File: config.mk
export PLATFORM = sky130hd
export DESIGN_NAME = rpmc_ctrl
export DESIGN_NICKNAME = d
export VERILOG_FILES = /design/src/rpmc_pkg.sv /design/src/rpmc_delay.sv /design/src/rpmc_ctrl.sv
export SDC_FILE = /design/constraint.sdc
export NUM_CORES = 1
export LEC_CHECK = 0
export BUFFER_PORTS_ARGS = -buffer_cell sky130_fd_sc_hd__buf_2
export CAP_MARGIN = 20
export CORE_MARGIN = 2
export CORE_UTILIZATION = 43
export DETAILED_ROUTE_END_ITERATION = 10
export MAX_ROUTING_LAYER = met4
export PLACE_DENSITY = 0.68
export SLEW_MARGIN = 0
export SYNTH_ARGS = -nofsm -noshare
export SYNTH_HDL_FRONTEND = slang
export SYNTH_HIERARCHICAL = 1
export SYNTH_SLANG_ARGS = --single-unit
export TNS_END_PERCENT = 20
File: constraint.sdc
create_clock -name i_ref_clk -period 3.03 [get_ports i_ref_clk]
set_input_delay 0.1515 -clock i_ref_clk [delete_from_list [all_inputs] [get_ports i_ref_clk]]
set_output_delay 0.1515 -clock i_ref_clk [all_outputs]
set_load 0.02 [all_outputs]
File: src/rpmc_pkg.sv
// package for the reset and power mode controller: register map, fields, states, timing
// assumes an 8-bit special function register bus and one 250 MHz system clock
package rpmc_pkg;

  // ==========================================================
  // register map
  localparam logic [7:0] PMC_ADDR     = 8'h87;  // power_mode_control
  localparam logic [7:0] SMC_ADDR     = 8'hFF;  // supply_monitor_control
  localparam logic [7:0] RSR_ADDR     = 8'hEF;  // reset_source_register
  localparam logic [7:0] PMC_RESET    = 8'h00;
  localparam logic [7:0] PORT_RST_VAL = 8'hFF;
  localparam logic [15:0] RESET_VECTOR = 16'h0000;
  localparam logic [3:0] WDT_DIV_RST  = 4'hC;   // system clock divided by 12

  // ==========================================================
  // field positions
  localparam int PMC_IDLE_BIT  = 0;
  localparam int PMC_STOP_BIT  = 1;
  localparam int PMC_GF_LSB    = 2;
  localparam int PMC_GF_W      = 6;
  localparam int SMC_EN_BIT    = 7;
  localparam int SMC_STAT_BIT  = 6;
  localparam int RSR_PORF_BIT  = 1;
  localparam int RSR_SWR_BIT   = 4;

  // ==========================================================
  // timing
  localparam int CLK_MHZ          = 250;
  localparam int POR_DELAY_US     = 300;  // 0.3 ms
  localparam int POR_DELAY_CYCLES = POR_DELAY_US * CLK_MHZ;

  // ==========================================================
  // controller states, gray along the power-up path
  typedef enum logic [2:0] {
    RPMC_POR_HOLD  = 3'b000,
    RPMC_POR_DELAY = 3'b001,
    RPMC_RUN       = 3'b011,
    RPMC_IDLE      = 3'b010,
    RPMC_STOP      = 3'b110,
    RPMC_RST_HOLD  = 3'b111
  } rpmc_state_t;

  // register bus request
  typedef struct packed {
    logic       wr;
    logic       rd;
    logic [7:0] addr;
    logic [7:0] wdata;
  } rpmc_sfr_req_t;

endpackage : rpmc_pkg

File: src/rpmc_delay.sv
// loadable down counter used for the power-on release delay
// assumes load and count come from the same clock domain
`timescale 1ns/1ns
`default_nettype none
module rpmc_delay #(
  parameter int W = 17
) (
  input  wire logic         i_ref_clk,
  input  wire logic         i_reset,
  input  wire logic         i_load,
  input  wire logic [W-1:0] i_count,
  output logic              o_done
);
  logic [W-1:0] cnt_r;

  // ==========================================================
  // count down to zero after a load
  always_ff @(posedge i_ref_clk) begin
    if (i_reset) begin
      cnt_r <= '0;
    end else if (i_load) begin
      cnt_r <= i_count;
    end else if (cnt_r != '0) begin
      cnt_r <= cnt_r - W'(1);
    end
  end

  // done only when not being reloaded
  assign o_done = (cnt_r == '0) && !i_load;
endmodule : rpmc_delay
`default_nettype wire

File: src/rpmc_ctrl.sv
// reset and power mode controller: mode register, reset sequencing, supply monitor reset
// assumes i_reset is the power-on detector, all inputs synchronous to i_ref_clk
// Notes on behaviour
// - mode register at 0x87, six free flags
// - stop bit halts oscillator, reads zero
// - idle bit gates processor clock, reads zero
// - enabled interrupt or reset ends idle
// - only a reset ends stop mode
// - reset halts cpu, resets registers, ports, interrupts
// - data memory kept except across power-up, stack pointer reinitialised
// - port latches 0xFF open-drain, pull-ups on
// - pin driven low for power resets only
// - exit clears pc, internal oscillator, vector 0
// - watchdog enabled at divide by 12
// - power-up waits for supply then delay
// - power flag set by power resets only
// - monitor enable reset only by power-on
// - low supply holds reset until recovery
// - monitor reset release has no delay
`timescale 1ns/1ns
`default_nettype none
module rpmc_ctrl #(
  parameter int POR_DELAY = rpmc_pkg::POR_DELAY_CYCLES
) (
  input  wire logic                   i_ref_clk,
  input  wire logic                   i_reset,
  input  wire rpmc_pkg::rpmc_sfr_req_t i_sfr,
  output logic [7:0]                  o_sfr_rdata,
  input  wire logic                   i_supply_above,
  input  wire logic                   i_rst_pin_i,
  input  wire logic                   i_other_reset,
  input  wire logic                   i_irq_pending,
  output logic                        o_rst_pin_o,
  output logic                        o_rst_pin_oe,
  output logic                        o_sys_reset,
  output logic                        o_cpu_clk_en,
  output logic                        o_osc_en,
  output logic                        o_periph_clk_en,
  output logic                        o_int_timer_dis,
  output logic                        o_pc_load,
  output logic [15:0]                 o_pc_vector,
  output logic                        o_sp_reinit,
  output logic                        o_ram_keep,
  output logic                        o_clk_sel_int,
  output logic [7:0]                  o_port_latch,
  output logic                        o_port_od,
  output logic                        o_weak_pullup,
  output logic                        o_wdt_enable,
  output logic [3:0]                  o_wdt_div
);
  localparam int DW = $clog2(POR_DELAY + 1);

  rpmc_pkg::rpmc_state_t state_r, state_nxt;
  logic [rpmc_pkg::PMC_GF_W-1:0] gflags_r;
  logic mon_en_r, mon_sel_r, por_flag_r, mon_cause_r, sw_req_r;
  logic pin_req, mon_req, any_req, dly_load, dly_done, exit_rst;
  logic wr_pmc, wr_smc, wr_rsr;

  // ==========================================================
  // register decode
  assign wr_pmc = i_sfr.wr && (i_sfr.addr == rpmc_pkg::PMC_ADDR);
  assign wr_smc = i_sfr.wr && (i_sfr.addr == rpmc_pkg::SMC_ADDR);
  assign wr_rsr = i_sfr.wr && (i_sfr.addr == rpmc_pkg::RSR_ADDR);

  // ==========================================================
  // reset requests; the monitor counts only when enabled and selected
  assign pin_req = !i_rst_pin_i;
  assign mon_req = mon_en_r && mon_sel_r && !i_supply_above;
  assign any_req = pin_req || mon_req || i_other_reset || sw_req_r;
  // a supply drop in the same cycle as the delay end sends us back to hold, not out
  assign exit_rst = ((state_r == rpmc_pkg::RPMC_POR_DELAY) && i_supply_above && dly_done)
                 || ((state_r == rpmc_pkg::RPMC_RST_HOLD) && !any_req);

  // ==========================================================
  // power-on delay counter
  assign dly_load = (state_r == rpmc_pkg::RPMC_POR_HOLD);
  rpmc_delay #(.W(DW)) u_por_delay (
    .i_ref_clk (i_ref_clk),
    .i_reset   (i_reset),
    .i_load    (dly_load),
    .i_count   (DW'(POR_DELAY)),
    .o_done    (dly_done)
  );

  // ==========================================================
  // state sequencing
  always_comb begin
    state_nxt = state_r;
    case (state_r)
      rpmc_pkg::RPMC_POR_HOLD: begin
        if (i_supply_above) state_nxt = rpmc_pkg::RPMC_POR_DELAY;
      end
      rpmc_pkg::RPMC_POR_DELAY: begin
        if (!i_supply_above) state_nxt = rpmc_pkg::RPMC_POR_HOLD;
        else if (dly_done) state_nxt = rpmc_pkg::RPMC_RUN;
      end
      rpmc_pkg::RPMC_RUN: begin
        if (any_req) state_nxt = rpmc_pkg::RPMC_RST_HOLD;
        else if (wr_pmc && i_sfr.wdata[rpmc_pkg::PMC_STOP_BIT]) state_nxt = rpmc_pkg::RPMC_STOP;
        else if (wr_pmc && i_sfr.wdata[rpmc_pkg::PMC_IDLE_BIT]) state_nxt = rpmc_pkg::RPMC_IDLE;
      end
      rpmc_pkg::RPMC_IDLE: begin
        if (any_req) state_nxt = rpmc_pkg::RPMC_RST_HOLD;
        else if (i_irq_pending) state_nxt = rpmc_pkg::RPMC_RUN;
      end
      rpmc_pkg::RPMC_STOP: begin
        if (any_req) state_nxt = rpmc_pkg::RPMC_RST_HOLD;
      end
      rpmc_pkg::RPMC_RST_HOLD: begin
        // monitor release goes straight to run, no power-on delay
        if (!any_req) state_nxt = rpmc_pkg::RPMC_RUN;
      end
      default: state_nxt = rpmc_pkg::RPMC_POR_HOLD;
    endcase
  end

  always_ff @(posedge i_ref_clk) begin
    if (i_reset) state_r <= rpmc_pkg::RPMC_POR_HOLD;
    else state_r <= state_nxt;
  end

  // ==========================================================
  // software reset request; held until the first hold cycle so the hold state sees it
  always_ff @(posedge i_ref_clk) begin
    if (i_reset || state_r == rpmc_pkg::RPMC_RST_HOLD) sw_req_r <= 1'b0;
    else if (wr_rsr && i_sfr.wdata[rpmc_pkg::RSR_SWR_BIT]) sw_req_r <= 1'b1;
  end

  // ==========================================================
  // remember whether the supply monitor caused the current reset
  always_ff @(posedge i_ref_clk) begin
    if (i_reset) mon_cause_r <= 1'b0;
    else if (state_r != rpmc_pkg::RPMC_RST_HOLD && state_nxt == rpmc_pkg::RPMC_RST_HOLD) mon_cause_r <= mon_req;
    else if (state_r == rpmc_pkg::RPMC_RST_HOLD && mon_req) mon_cause_r <= 1'b1;
  end

  // ==========================================================
  // power flag: set on exit from power resets, cleared by the others
  always_ff @(posedge i_ref_clk) begin
    if (i_reset) por_flag_r <= 1'b0;
    else if (exit_rst) por_flag_r <= (state_r == rpmc_pkg::RPMC_POR_DELAY) || mon_cause_r;
  end

  // ==========================================================
  // monitor enable: only power-on resets it, so software resets keep it
  always_ff @(posedge i_ref_clk) begin
    if (i_reset) mon_en_r <= 1'b1;
    else if (wr_smc) mon_en_r <= i_sfr.wdata[rpmc_pkg::SMC_EN_BIT];
  end

  // monitor selection as reset source, written through the power flag bit
  always_ff @(posedge i_ref_clk) begin
    if (i_reset) mon_sel_r <= 1'b1;
    else if (wr_rsr) mon_sel_r <= i_sfr.wdata[rpmc_pkg::RSR_PORF_BIT];
  end

  // ==========================================================
  // general flags, reset with every system reset
  always_ff @(posedge i_ref_clk) begin
    if (i_reset || o_sys_reset) gflags_r <= rpmc_pkg::PMC_RESET[rpmc_pkg::PMC_GF_LSB +: rpmc_pkg::PMC_GF_W];
    else if (wr_pmc) gflags_r <= i_sfr.wdata[rpmc_pkg::PMC_GF_LSB +: rpmc_pkg::PMC_GF_W];
  end

  // ==========================================================
  // read data; mode select bits always read as zero
  always_ff @(posedge i_ref_clk) begin
    if (i_reset) begin
      o_sfr_rdata <= 8'h00;
    end else if (i_sfr.rd) begin
      case (i_sfr.addr)
        rpmc_pkg::PMC_ADDR: o_sfr_rdata <= {gflags_r, 2'b00};
        rpmc_pkg::SMC_ADDR: o_sfr_rdata <= {mon_en_r, i_supply_above, 6'h00};
        rpmc_pkg::RSR_ADDR: o_sfr_rdata <= {6'h00, por_flag_r, 1'b0};
        default:            o_sfr_rdata <= 8'h00;
      endcase
    end
  end

  // ==========================================================
  // reset effects and clock gating, all registered from next state
  always_ff @(posedge i_ref_clk) begin
    if (i_reset) begin
      o_sys_reset     <= 1'b1;
      o_cpu_clk_en    <= 1'b0;
      o_osc_en        <= 1'b1;
      o_periph_clk_en <= 1'b0;
      o_int_timer_dis <= 1'b1;
      o_rst_pin_oe    <= 1'b1;
    end else begin
      o_sys_reset     <= state_nxt inside {rpmc_pkg::RPMC_POR_HOLD, rpmc_pkg::RPMC_POR_DELAY,
                                           rpmc_pkg::RPMC_RST_HOLD};
      o_cpu_clk_en    <= (state_nxt == rpmc_pkg::RPMC_RUN);
      o_osc_en        <= (state_nxt != rpmc_pkg::RPMC_STOP);
      o_periph_clk_en <= state_nxt inside {rpmc_pkg::RPMC_RUN, rpmc_pkg::RPMC_IDLE};
      o_int_timer_dis <= state_nxt inside {rpmc_pkg::RPMC_POR_HOLD, rpmc_pkg::RPMC_POR_DELAY,
                                           rpmc_pkg::RPMC_RST_HOLD, rpmc_pkg::RPMC_STOP};
      // pin is driven only by power-up and supply monitor resets
      // the cause of an earlier reset must not drive the pin on a new entry
      o_rst_pin_oe    <= (state_nxt inside {rpmc_pkg::RPMC_POR_HOLD, rpmc_pkg::RPMC_POR_DELAY})
                      || (state_nxt == rpmc_pkg::RPMC_RST_HOLD
                          && (mon_req || (state_r == rpmc_pkg::RPMC_RST_HOLD && mon_cause_r)));
    end
  end

  // ==========================================================
  // exit actions: pc load and watchdog pulse one cycle as reset releases, stack reinit trails reset by one cycle
  always_ff @(posedge i_ref_clk) begin
    if (i_reset) begin
      o_pc_load    <= 1'b0;
      o_sp_reinit  <= 1'b1;
      o_wdt_enable <= 1'b0;
    end else begin
      o_pc_load    <= exit_rst;
      o_sp_reinit  <= o_sys_reset;
      o_wdt_enable <= exit_rst;
    end
  end

  // ==========================================================
  // fixed levels, open-drain follows reset; ram is preserved except across power-up
  always_ff @(posedge i_ref_clk) begin
    if (i_reset) begin
      o_ram_keep    <= 1'b0;
      o_rst_pin_o   <= 1'b0;
      o_pc_vector   <= rpmc_pkg::RESET_VECTOR;
      o_clk_sel_int <= 1'b1;
      o_port_latch  <= rpmc_pkg::PORT_RST_VAL;
      o_port_od     <= 1'b1;
      o_weak_pullup <= 1'b1;
      o_wdt_div     <= rpmc_pkg::WDT_DIV_RST;
    end else begin
      o_ram_keep    <= !(state_r inside {rpmc_pkg::RPMC_POR_HOLD, rpmc_pkg::RPMC_POR_DELAY});
      o_rst_pin_o   <= 1'b0;
      o_pc_vector   <= rpmc_pkg::RESET_VECTOR;
      o_clk_sel_int <= o_clk_sel_int || o_sys_reset;
      o_port_latch  <= rpmc_pkg::PORT_RST_VAL;
      o_port_od     <= o_sys_reset;
      o_weak_pullup <= 1'b1;
      o_wdt_div     <= rpmc_pkg::WDT_DIV_RST;
    end
  end
endmodule : rpmc_ctrl
`default_nettype wire

==> flow_summary_export.csv, run 1 <==
group,metric,value,unit
worst_setup_path,cp_max_fo,6,
layout,layoutNonFillerInstCount,413,
layout,drive_above_1_share,19.9,%
die,pin_count,74,
sta,rsz0062_at_grt,"no",
worst_setup_path,cp-end-kind,"flip-flop",
detailed_routing,ant_nets,0,
worst_setup_path,arrival,2.79,ns
synthesis,synth.distinct_cells,51,
pwr,p_leak,1.12,nW
synthesis,syn_inst,291,
synthesis,synth-simple-area-share,24.5,%
pwr,ir_drop,224,uV
synthesis,syn_area_per_cell,8.70,sq um
die,start_util,45.1,%
synthesis,yosys_warnings,6,
synthesis,synthXorXnorAreaFrac,3.46,%
clocking,ctsLongestPathBuffers,2,
placement,port_buffers,42,
die,coreArea,0.00561,sq mm
clocking,post_cts_buffers,0,
placement,place.gp.congestion,0.746,
grt,grt_pass1_vias,1735,
worst_setup_path,critPathLaunchType,"flip-flop",
synthesis,ys.flop_type,"dfxtp_1",
clocking,cts_resized,0,
worst_setup_path,worstSetupPathType,"reg -> reg",
sta,clock.fmax,383,MHz
layout,nNetsFinal,367,
synthesis,synth_top_family_by_area,"simple AND/OR/NAND/NOR gates",
die,die_h,80.7,um
grt,grt.overflow.total,0,
detailed_routing,vias_per_cell,4.80,
detailed_routing,num_vias,1984,
sta,setup_tns,0,ns
sta,hold_violations,0,
layout,final_cell_mix,"48 x conb_1, 48 x dfxtp_1, 42 x buf_2",
detailed_routing,drc,0,
clocking,cts_sinks,48,
worst_setup_path,critical_path_required,3.21,ns
clocking,cts_htree_levels,2,
synthesis,synth-adder-area-share,1.48,%
job,drv_cap,0,
clocking,clk_pin_slew,0.10,ns
detailed_routing,routedWlPerCell,11.4,um
detailed_routing,wirelength,4690,um
grt,grt_use_total,15.8,%
sta,slew_viol_final,0,
clocking,ctsHoldBuffers,0,
placement,dp_cells,405,
synthesis,syn_area,0.00253,sq mm
pwr,powerDensity,461,mW/mm^2
grt,antenna_found_initial,0,
die,fp.dieW,80.7,um
die,rows,27,
synthesis,synth_edf_count,0,
detailed_routing,drtPass1Iterations,4,
clocking,cts_tree,"yes",
status,outcome,"completed",
synthesis,synth-seq-cells,48,
synthesis,synth_seq_area_share,38.0,%
placement,dp_hpwl,3450,um
sta,setup_viol,0,
layout,synthToLayoutAreaGrowth,8.75,%
clocking,worstSkewPairLatency,0.30,ns
clocking,clock-root-buffer,"clkbuf_8",
grt,grt_max_degree,32,
layout,n_antenna_cell,0,
grt,grt_pass1_wl,7780,um
hold_path,hold_path_class,"in -> reg",
detailed_routing,drtIter0Drc,69,
sta,period_minus_slack,2.61,ns
sta,fin_skew,0.00930,ns
synthesis,async_flop_share,0,%
die,dieArea,0.00652,sq mm
synthesis,synth_mux_area_share,0.791,%
synthesis,synth-compound-area-share,16.1,%
sta,period_share,86.2,%
sta,slew_headroom,45.7,%
sta,worstMarginPinSlew,0.812,ns
clocking,cts_buffers,5,
[metal layers]
layer  track usage (%)  vias to the layer above  share of wire (%)
met2              24.6                       50                 48
met5                 -                        -                  0
met3              3.37                        5                4.3
met1              19.8                      902                 46
met4              6.44                        0                1.7
li1                  -                     1027                  -
[synth_stat cells (4+ instances only)]
| library cell | count | area (sq um) |
|---|---|---|
| xnor2_1 | 7 | 61.3 |
| nor3_1 | 16 | 80.1 |
| o21ai_0 | 6 | 30.0 |
| clkbuf_1 | 10 | 37.5 |
| dfxtp_1 | 48 | 961 |
| a211oi_1 | 9 | 67.6 |
| nor2_1 | 26 | 97.6 |
| or3_1 | 7 | 43.8 |
| buf_4 | 33 | 248 |
| nand2_1 | 20 | 75.1 |
| inv_1 | 8 | 30.0 |
| nor2b_1 | 4 | 25.0 |
| a21oi_1 | 19 | 95.1 |
| nand2b_1 | 9 | 56.3 |
| nand3_1 | 14 | 70.1 |
[sequential cells by signal (all words and copies together) (netlist names), 3 cells and up]
register           cells
o_sfr_rdata            7
state_r                3
gflags_r               6
u_por_delay/cnt_r     17
[critical path: stages (launching register included)]
cell and delay [ns]:
dfxtp_1 0.36, or4_4 0.56, or3_1 0.41, or3_1 0.37, nor2_1 0.15, a31oi_1 0.18, ha_1 0.24, nor2_1 0.11
o21ai_0 0.12
[final timing paths]
| kind | from | endpoint | slack (ns) | cells after the start |
|---|---|---|---|---|
| setup / recovery | u_por_delay/cnt_r[3] | o_sys_reset | 0.42 | 8 |
| hold / removal | i_sfr[5] | gflags_r[3] | 0.08 | 3 |
| setup reg to reg | u_por_delay/cnt_r[3] | o_sys_reset | 0.42 | 8 |
| hold reg to reg | gflags_r[1] | gflags_r[1] | 0.46 | 2 |
[stage by stage]
step	power, W	setup slack, ns	util [%]	area, sq um	hold WS, ns
2_1_floorplan	0.000858	0.674	-	2700	0.299
5_1_grt	0.00134	0.238	49.1	2750	0.0785
3_5_place_dp	0.000863	0.466	47.3	2650	0.411
3_3_place_gp	0.000861	0.516	47.3	2650	0.405
6_report	0.00127	0.419	49.1	2750	0.0818
4_1_cts	0.00128	0.439	49.1	2750	0.0748
[cell families (layout without fill, tap and decap cells)]
group,Yosys count,count (layout)
multiplexers,2,2
other,2,48
XOR/XNOR,10,10
flip-flops,48,48
AO/OA/AOI/OAI,55,55
adder cells (fa/ha/maj),3,3
AND/OR/NAND/NOR,116,116
buffers and inverters,55,59
[power breakdown]
group / total (W) / internal [W] / leakage [nW] / switching [W]
Clock: 0.000420 / 0.000191 / 0.0522 / 0.000228
Sequential: 0.000670 / 0.000651 / 0.392 / 0.0000189
Combinational: 0.000179 / 0.0000651 / 0.671 / 0.000114
Total: 0.00127 / 0.000908 / 1.12 / 0.000361
[area by class of cell]
| cell class | instances | area [sq um] |
|---|---|---|
| tap | 72 | 90.1 |
| sequential | 48 | 961 |
| timing repair buffer | 43 | 218 |
| multi-input combinational | 234 | 1350 |
| fill | 578 | 2860 |
| clock buffer | 6 | 82.6 |
| inverter | 8 | 30.0 |
| clock inverter | 2 | 17.5 |
(Power assumes the default switching activity.)
==> run 2: changes to the inputs <==
ABC_AREA = 1   (was default)
==> flow_summary_export.csv, run 2 <==
group,metric,value,unit
status,outcome,"completed",
worst_setup_path,rr_startpoint,"state_r[2]",
pwr,p_comb_share,17.5,%
layout,fillers,604,
worst_setup_path,arrival,2.30,ns
sta,hold_violations,0,
synthesis,synth_seq_area_share,35.6,%
clocking,post_cts_buffers,0,
layout,nNetsFinal,477,
die,die_h,83.2,um
sta,fin_skew,0.00760,ns
sta,setup_viol,0,
synthesis,synth_top_area_cell,"dfxtp_1",
synthesis,yosysMostFrequentCell,"nand2_1",
die,dieArea,0.00692,sq mm
detailed_routing,vias_per_cell,4.49,
layout,regMostFlops,"u_por_delay/cnt_r",
die,start_util,45.0,%
detailed_routing,drtPass1Iterations,4,
synthesis,synth_common_cells,"107 x nand2_1, 48 x dfxtp_1, 43 x nor2_1, 34 x buf_4, 31 x inv_1",
layout,synthToLayoutAreaGrowth,10.5,%
synthesis,ys.flop_type,"dfxtp_1",
detailed_routing,ant_nets,0,
synthesis,synth-simple-area-share,34.7,%
synthesis,synth.distinct_cells,37,
worst_setup_path,cp-end-kind,"flip-flop",
die,rows,28,
worst_setup_path,crit_start,"state_r[2]",
synthesis,syn_area_per_cell,6.84,sq um
sta,slew_headroom,59.0,%
synthesis,synth_edf_count,0,
worst_setup_path,critical_path_required,3.22,ns
clocking,clock-root-buffer,"clkbuf_8",
layout,final_cell_mix,"107 x nand2_1, 48 x conb_1, 48 x dfxtp_1",
pwr,p_leak,1.46,nW
pwr,switching_power,0.000387,W
worst_setup_path,cp_max_fo,16,
layout,n_antenna_cell,0,
grt,top_usage_layer,"met2",
detailed_routing,wirelength,5340,um
detailed_routing,routedWlPerCell,10.1,um
clocking,worstSkewPairLatency,0.30,ns
pwr,powerDensity,435,mW/mm^2
grt,met2_usage,26.0,%
grt,grt_pass1_vias,2141,
detailed_routing,drtIter0Drc,111,
placement,dp_hpwl,4130,um
job,drv_cap,0,
placement,place_area,0.00289,sq mm
die,pin_count,74,
hold_path,min_from,"i_sfr[1]",
layout,drive_above_1_share,18.8,%
detailed_routing,num_vias,2362,
pwr,p_sw_share,29.9,%
synthesis,synth_top_area_share,35.6,%
synthesis,synth-seq-cells,48,
synthesis,ys_top_cells_by_area,"dfxtp_1 36%, nand2_1 15%, buf_4 9.5%, nor2_1 6.0%, nand3_1 4.5%",
grt,grt.overflow.total,0,
hold_path,hold_path_class,"in -> reg",
clocking,cts_buffers,5,
sta,rsz0062_at_grt,"no",
pwr,ir_drop,309,uV
layout,layoutNonFillerInstCount,526,
clocking,ctsLongestPathBuffers,2,
clocking,cts_tree,"yes",
synthesis,synth-adder-area-share,1.39,%
clocking,cts_sinks,48,
layout,utilization,49.7,%
layout,mostFrequentLayoutCell,"nand2_1",
grt,grt_pass1_wl,9210,um
die,fp.dieW,83.2,um
sta,clock.fmax,475,MHz
worst_setup_path,worstSetupPathType,"reg -> reg",
synthesis,synth_mux_area_share,0.371,%
grt,antenna_found_initial,0,
synthesis,synthXorXnorAreaFrac,1.62,%
synthesis,synth-compound-area-share,9.56,%
pwr,seqPwrFrac,52.0,%
synthesis,async_flop_share,0,%
clocking,ctsHoldBuffers,0,
placement,dp_cells,518,
worst_setup_path,critPathLaunchType,"flip-flop",
sta,period_minus_slack,2.10,ns
sta,worstMarginPinSlew,0.615,ns
pwr,internal-power,0.000909,W
grt,grt_use_total,16.4,%
sta,slew_viol_final,0,
synthesis,synth_top_family_by_area,"simple AND/OR/NAND/NOR gates",
detailed_routing,drc,0,
die,coreArea,0.00599,sq mm
clocking,cts_htree_levels,2,
synthesis,yosys_warnings,6,
synthesis,syn_area,0.00270,sq mm
placement,place.gp.congestion,0.806,
placement,port_buffers,42,
pwr,p_clk_share,30.5,%
layout,fin_area,0.00298,sq mm
clocking,cts_resized,0,
grt,grt_max_degree,23,
synthesis,syn_inst,394,
grt,grt_use_met3,3.08,%
sta,period_share,69.4,%
grt,met1_usage,20.7,%
layout,largest_reg_flops,17,
clocking,clk_pin_slew,0.09,ns
layout,reg_top3,"u_por_delay/cnt_r (17), o_sfr_rdata (7), gflags_r (6)",
sta,setup_tns,0,ns
[run 2: critical path, stage by stage (launching register included)]
cell      delay (ns)
dfxtp_1         0.45
inv_2           0.08
nand3_1         0.13
inv_1           0.21
nor2_1          0.28
nand3_4         0.12
clkinv_1        0.09
nand2_1         0.07
nand2_1         0.12
inv_1           0.06
ha_1            0.19
nor2_1          0.12
o21ai_1         0.08
[run 2: cell families (layout without fill, tap and decap cells)]
family,Yosys count,after routing
AOI/OAI and AO/OA,46,46
muxes,1,1
xor gates and xnor gates,5,5
buffers and inverters,81,92
and+or+nand+nor,208,208
adders and majority gates,3,3
DFF,48,48
other,2,48
[run 2: final timing paths]
check	to	slack, ns	cells after the start
setup / recovery	o_rst_pin_oe	0.93	12
hold / removal	mon_sel_r	0.07	3
setup reg to reg	o_rst_pin_oe	0.93	12
hold reg to reg	o_clk_sel_int	0.44	1
[run 2: stage by stage]
stage | hold WS (ns) | total power (W) | setup slack (ns)
6_report | 0.0686 | 0.00130 | 0.926
2_1_floorplan | 0.265 | 0.000896 | 1.20
3_5_place_dp | 0.383 | 0.000914 | 0.967
4_1_cts | 0.0511 | 0.00131 | 0.938
3_3_place_gp | 0.379 | 0.000913 | 0.999
5_1_grt | 0.0959 | 0.00137 | 0.758
[run 2: cell type report]
type,instances,area [sq um],share of cell area [%]
multi-input cells,311,1460,49.1
flip-flops and latches,48,961,32.2
repair buffers,42,210,7.05
inverters,42,158,5.29
well taps,75,93.8,3.15
clock buffers,7,86.3,2.90
clock inverters,1,7.51,0.252
[run 2: layer usage]
layer	part of all wire, %	wire length [um]
met2	45	2400
met5	0	0
met1	48	2580
met4	1.8	98
met3	4.8	257
[run 2: power by group through the flow]
stage,combinational (W),clock (W),sequential (W)
floorplan,0.000208,0,0.000688
global placement,0.000224,0,0.000689
detailed placement,0.000225,0,0.000689
CTS,0.000226,0.000412,0.000674
global route,0.000259,0.000435,0.000679
finish,0.000227,0.000395,0.000674
==> run 3: changes to the inputs <==
ABC_AREA = 0   (was 1)
PLACE_DENSITY = 0.71   (was 0.68)
clock period = 1.76 ns   (was 3.03 ns; I/O delays follow)
==> flow_summary_export.csv, run 3 (synthesis gave the netlist of run 1 again) <==
group,metric,value,unit
clocking,worstSkewPairLatency,0.30,ns
layout,regMostFlops,"u_por_delay/cnt_r",
sta,slew_viol_final,0,
pwr,internal-power,0.00176,W
detailed_routing,routedWlPerCell,12.1,um
grt,antenna_found_initial,0,
detailed_routing,drtPass1Iterations,6,
grt,grt_use_total,17.6,%
layout,n_antenna_cell,0,
hold_path,hold_path_class,"in -> reg",
pwr,p_comb_share,18.6,%
layout,multi_input_area,0.00147,sq mm
placement,dp_hpwl,4180,um
pwr,switching_power,0.000676,W
layout,utilization,58.2,%
detailed_routing,wirelength,5590,um
detailed_routing,drc,0,
sta,clock.fmax,429,MHz
job,drv_cap,0,
die,fp.dieW,80.7,um
clocking,ctsHoldBuffers,0,
grt,grt_max_degree,24,
pwr,seqPwrFrac,47.0,%
pwr,powerDensity,747,mW/mm^2
detailed_routing,num_vias,2198,
clocking,cts_htree_levels,2,
worst_setup_path,worstSetupPathType,"reg -> reg",
sta,setup_tns,-10.45,ns
layout,nNetsFinal,416,
pwr,p_sw_share,27.7,%
die,start_util,45.1,%
worst_setup_path,critical_path_required,1.99,ns
layout,final_cell_mix,"48 x conb_1, 48 x buf_4, 46 x dfxtp_1",
worst_setup_path,arrival,2.56,ns
sta,fin_skew,0.0106,ns
pwr,p_clk_share,34.5,%
sta,period_minus_slack,2.33,ns
placement,port_buffers,42,
die,die_h,80.7,um
layout,drive_above_1_share,34.1,%
worst_setup_path,critPathLaunchType,"flip-flop",
sta,hold_violations,0,
die,rows,27,
detailed_routing,drtIter0Drc,55,
sta,worst_slack,-0.570,ns
layout,fin_area,0.00326,sq mm
clocking,ctsLongestPathBuffers,2,
layout,largest_reg_flops,17,
clocking,clock-root-buffer,"clkbuf_8",
worst_setup_path,cp-end-kind,"flip-flop",
detailed_routing,vias_per_cell,4.76,
clocking,cts_buffers,5,
grt,grt_pass1_vias,2002,
layout,fillers,532,
placement,dp_cells,453,
die,coreArea,0.00561,sq mm
layout,layoutNonFillerInstCount,462,
layout,seq_area,963,sq um
die,dieArea,0.00652,sq mm
sta,setup_viol,29,
sta,whs,0.0255,ns
detailed_routing,ant_nets,0,
clocking,cts_sinks,48,
layout,synthToLayoutAreaGrowth,29.0,%
grt,grt_pass1_wl,8780,um
clocking,clk_pin_slew,0.10,ns
sta,period_share,132,%
clocking,cts_tree,"yes",
placement,place_area,0.00306,sq mm
sta,rsz0062_at_grt,"yes",
grt,grt.overflow.total,0,
pwr,ir_drop,399,uV
worst_setup_path,cp_max_fo,2,
pwr,p_leak,1.39,nW
placement,place.gp.congestion,0.809,
die,pin_count,74,
status,outcome,"finished with violations",
status,violations,"negative setup slack",
layout,reg_top3,"u_por_delay/cnt_r (17), o_sfr_rdata (7), gflags_r (6)",
-- run 3: per-stage QoR --
step | worst slack, ns | total power, W
CTS | -0.557 | 0.00245
finish | -0.570 | 0.00244
global route | -0.647 | 0.00255
floorplan | -0.518 | 0.00148
detailed placement | -0.584 | 0.00159
global placement | -0.515 | 0.00158
-- run 3: cell type report --
type,instances,area share (%)
Multi-Input combinational cell,234,45.0
Sequential cell,48,29.5
Timing Repair Buffer,92,18.2
Tap cell,72,2.76
Clock buffer,5,2.11
Clock inverter,3,1.53
Inverter,8,0.920
-- run 3: worst paths after layout --
kind / endpoint / from / slack (ns) / cells after the start
setup / recovery: por_flag_r / u_por_delay/cnt_r[6] / -0.57 / 8
hold / removal: gflags_r[0] / i_sfr[2] / 0.03 / 3
setup reg to reg: por_flag_r / u_por_delay/cnt_r[6] / -0.57 / 8
hold reg to reg: gflags_r[5] / gflags_r[5] / 0.46 / 2
-- run 3: power by group through the flow --
stage / Sequential (W) / Combinational, W / Clock, W
after floorplan: 0.00117 / 0.000310 / 0
after detailed placement: 0.00117 / 0.000424 / 0
after global placement: 0.00117 / 0.000416 / 0
after global routing: 0.00115 / 0.000497 / 0.000902
final: 0.00115 / 0.000452 / 0.000840
after CTS: 0.00114 / 0.000438 / 0.000864
-- run 3: critical path, stage by stage, from the launching register on --
cell,delay [ns]
dfxtp_2,0.33
or4_4,0.53
or3_4,0.35
or3_4,0.40
nor2_4,0.14
nand3_1,0.12
o21ai_2,0.09
a21oi_1,0.08
a311oi_1,0.22
-- run 3: timing repair --
action / 4_1_cts / 5_1_grt
setup endpoints to repair: 29 / 29
setup buffers: 0 / 1
pin swaps: 7 / 0
gates resized for setup: 9 / 6
-- run 3: layer usage --
metal	track usage [%]	part of all wire (%)	wire (um)
met5	-	0	0
met3	3.71	3.0	170
met2	31.3	52	2910
met4	2.71	1.0	58
met1	21.0	44	2450
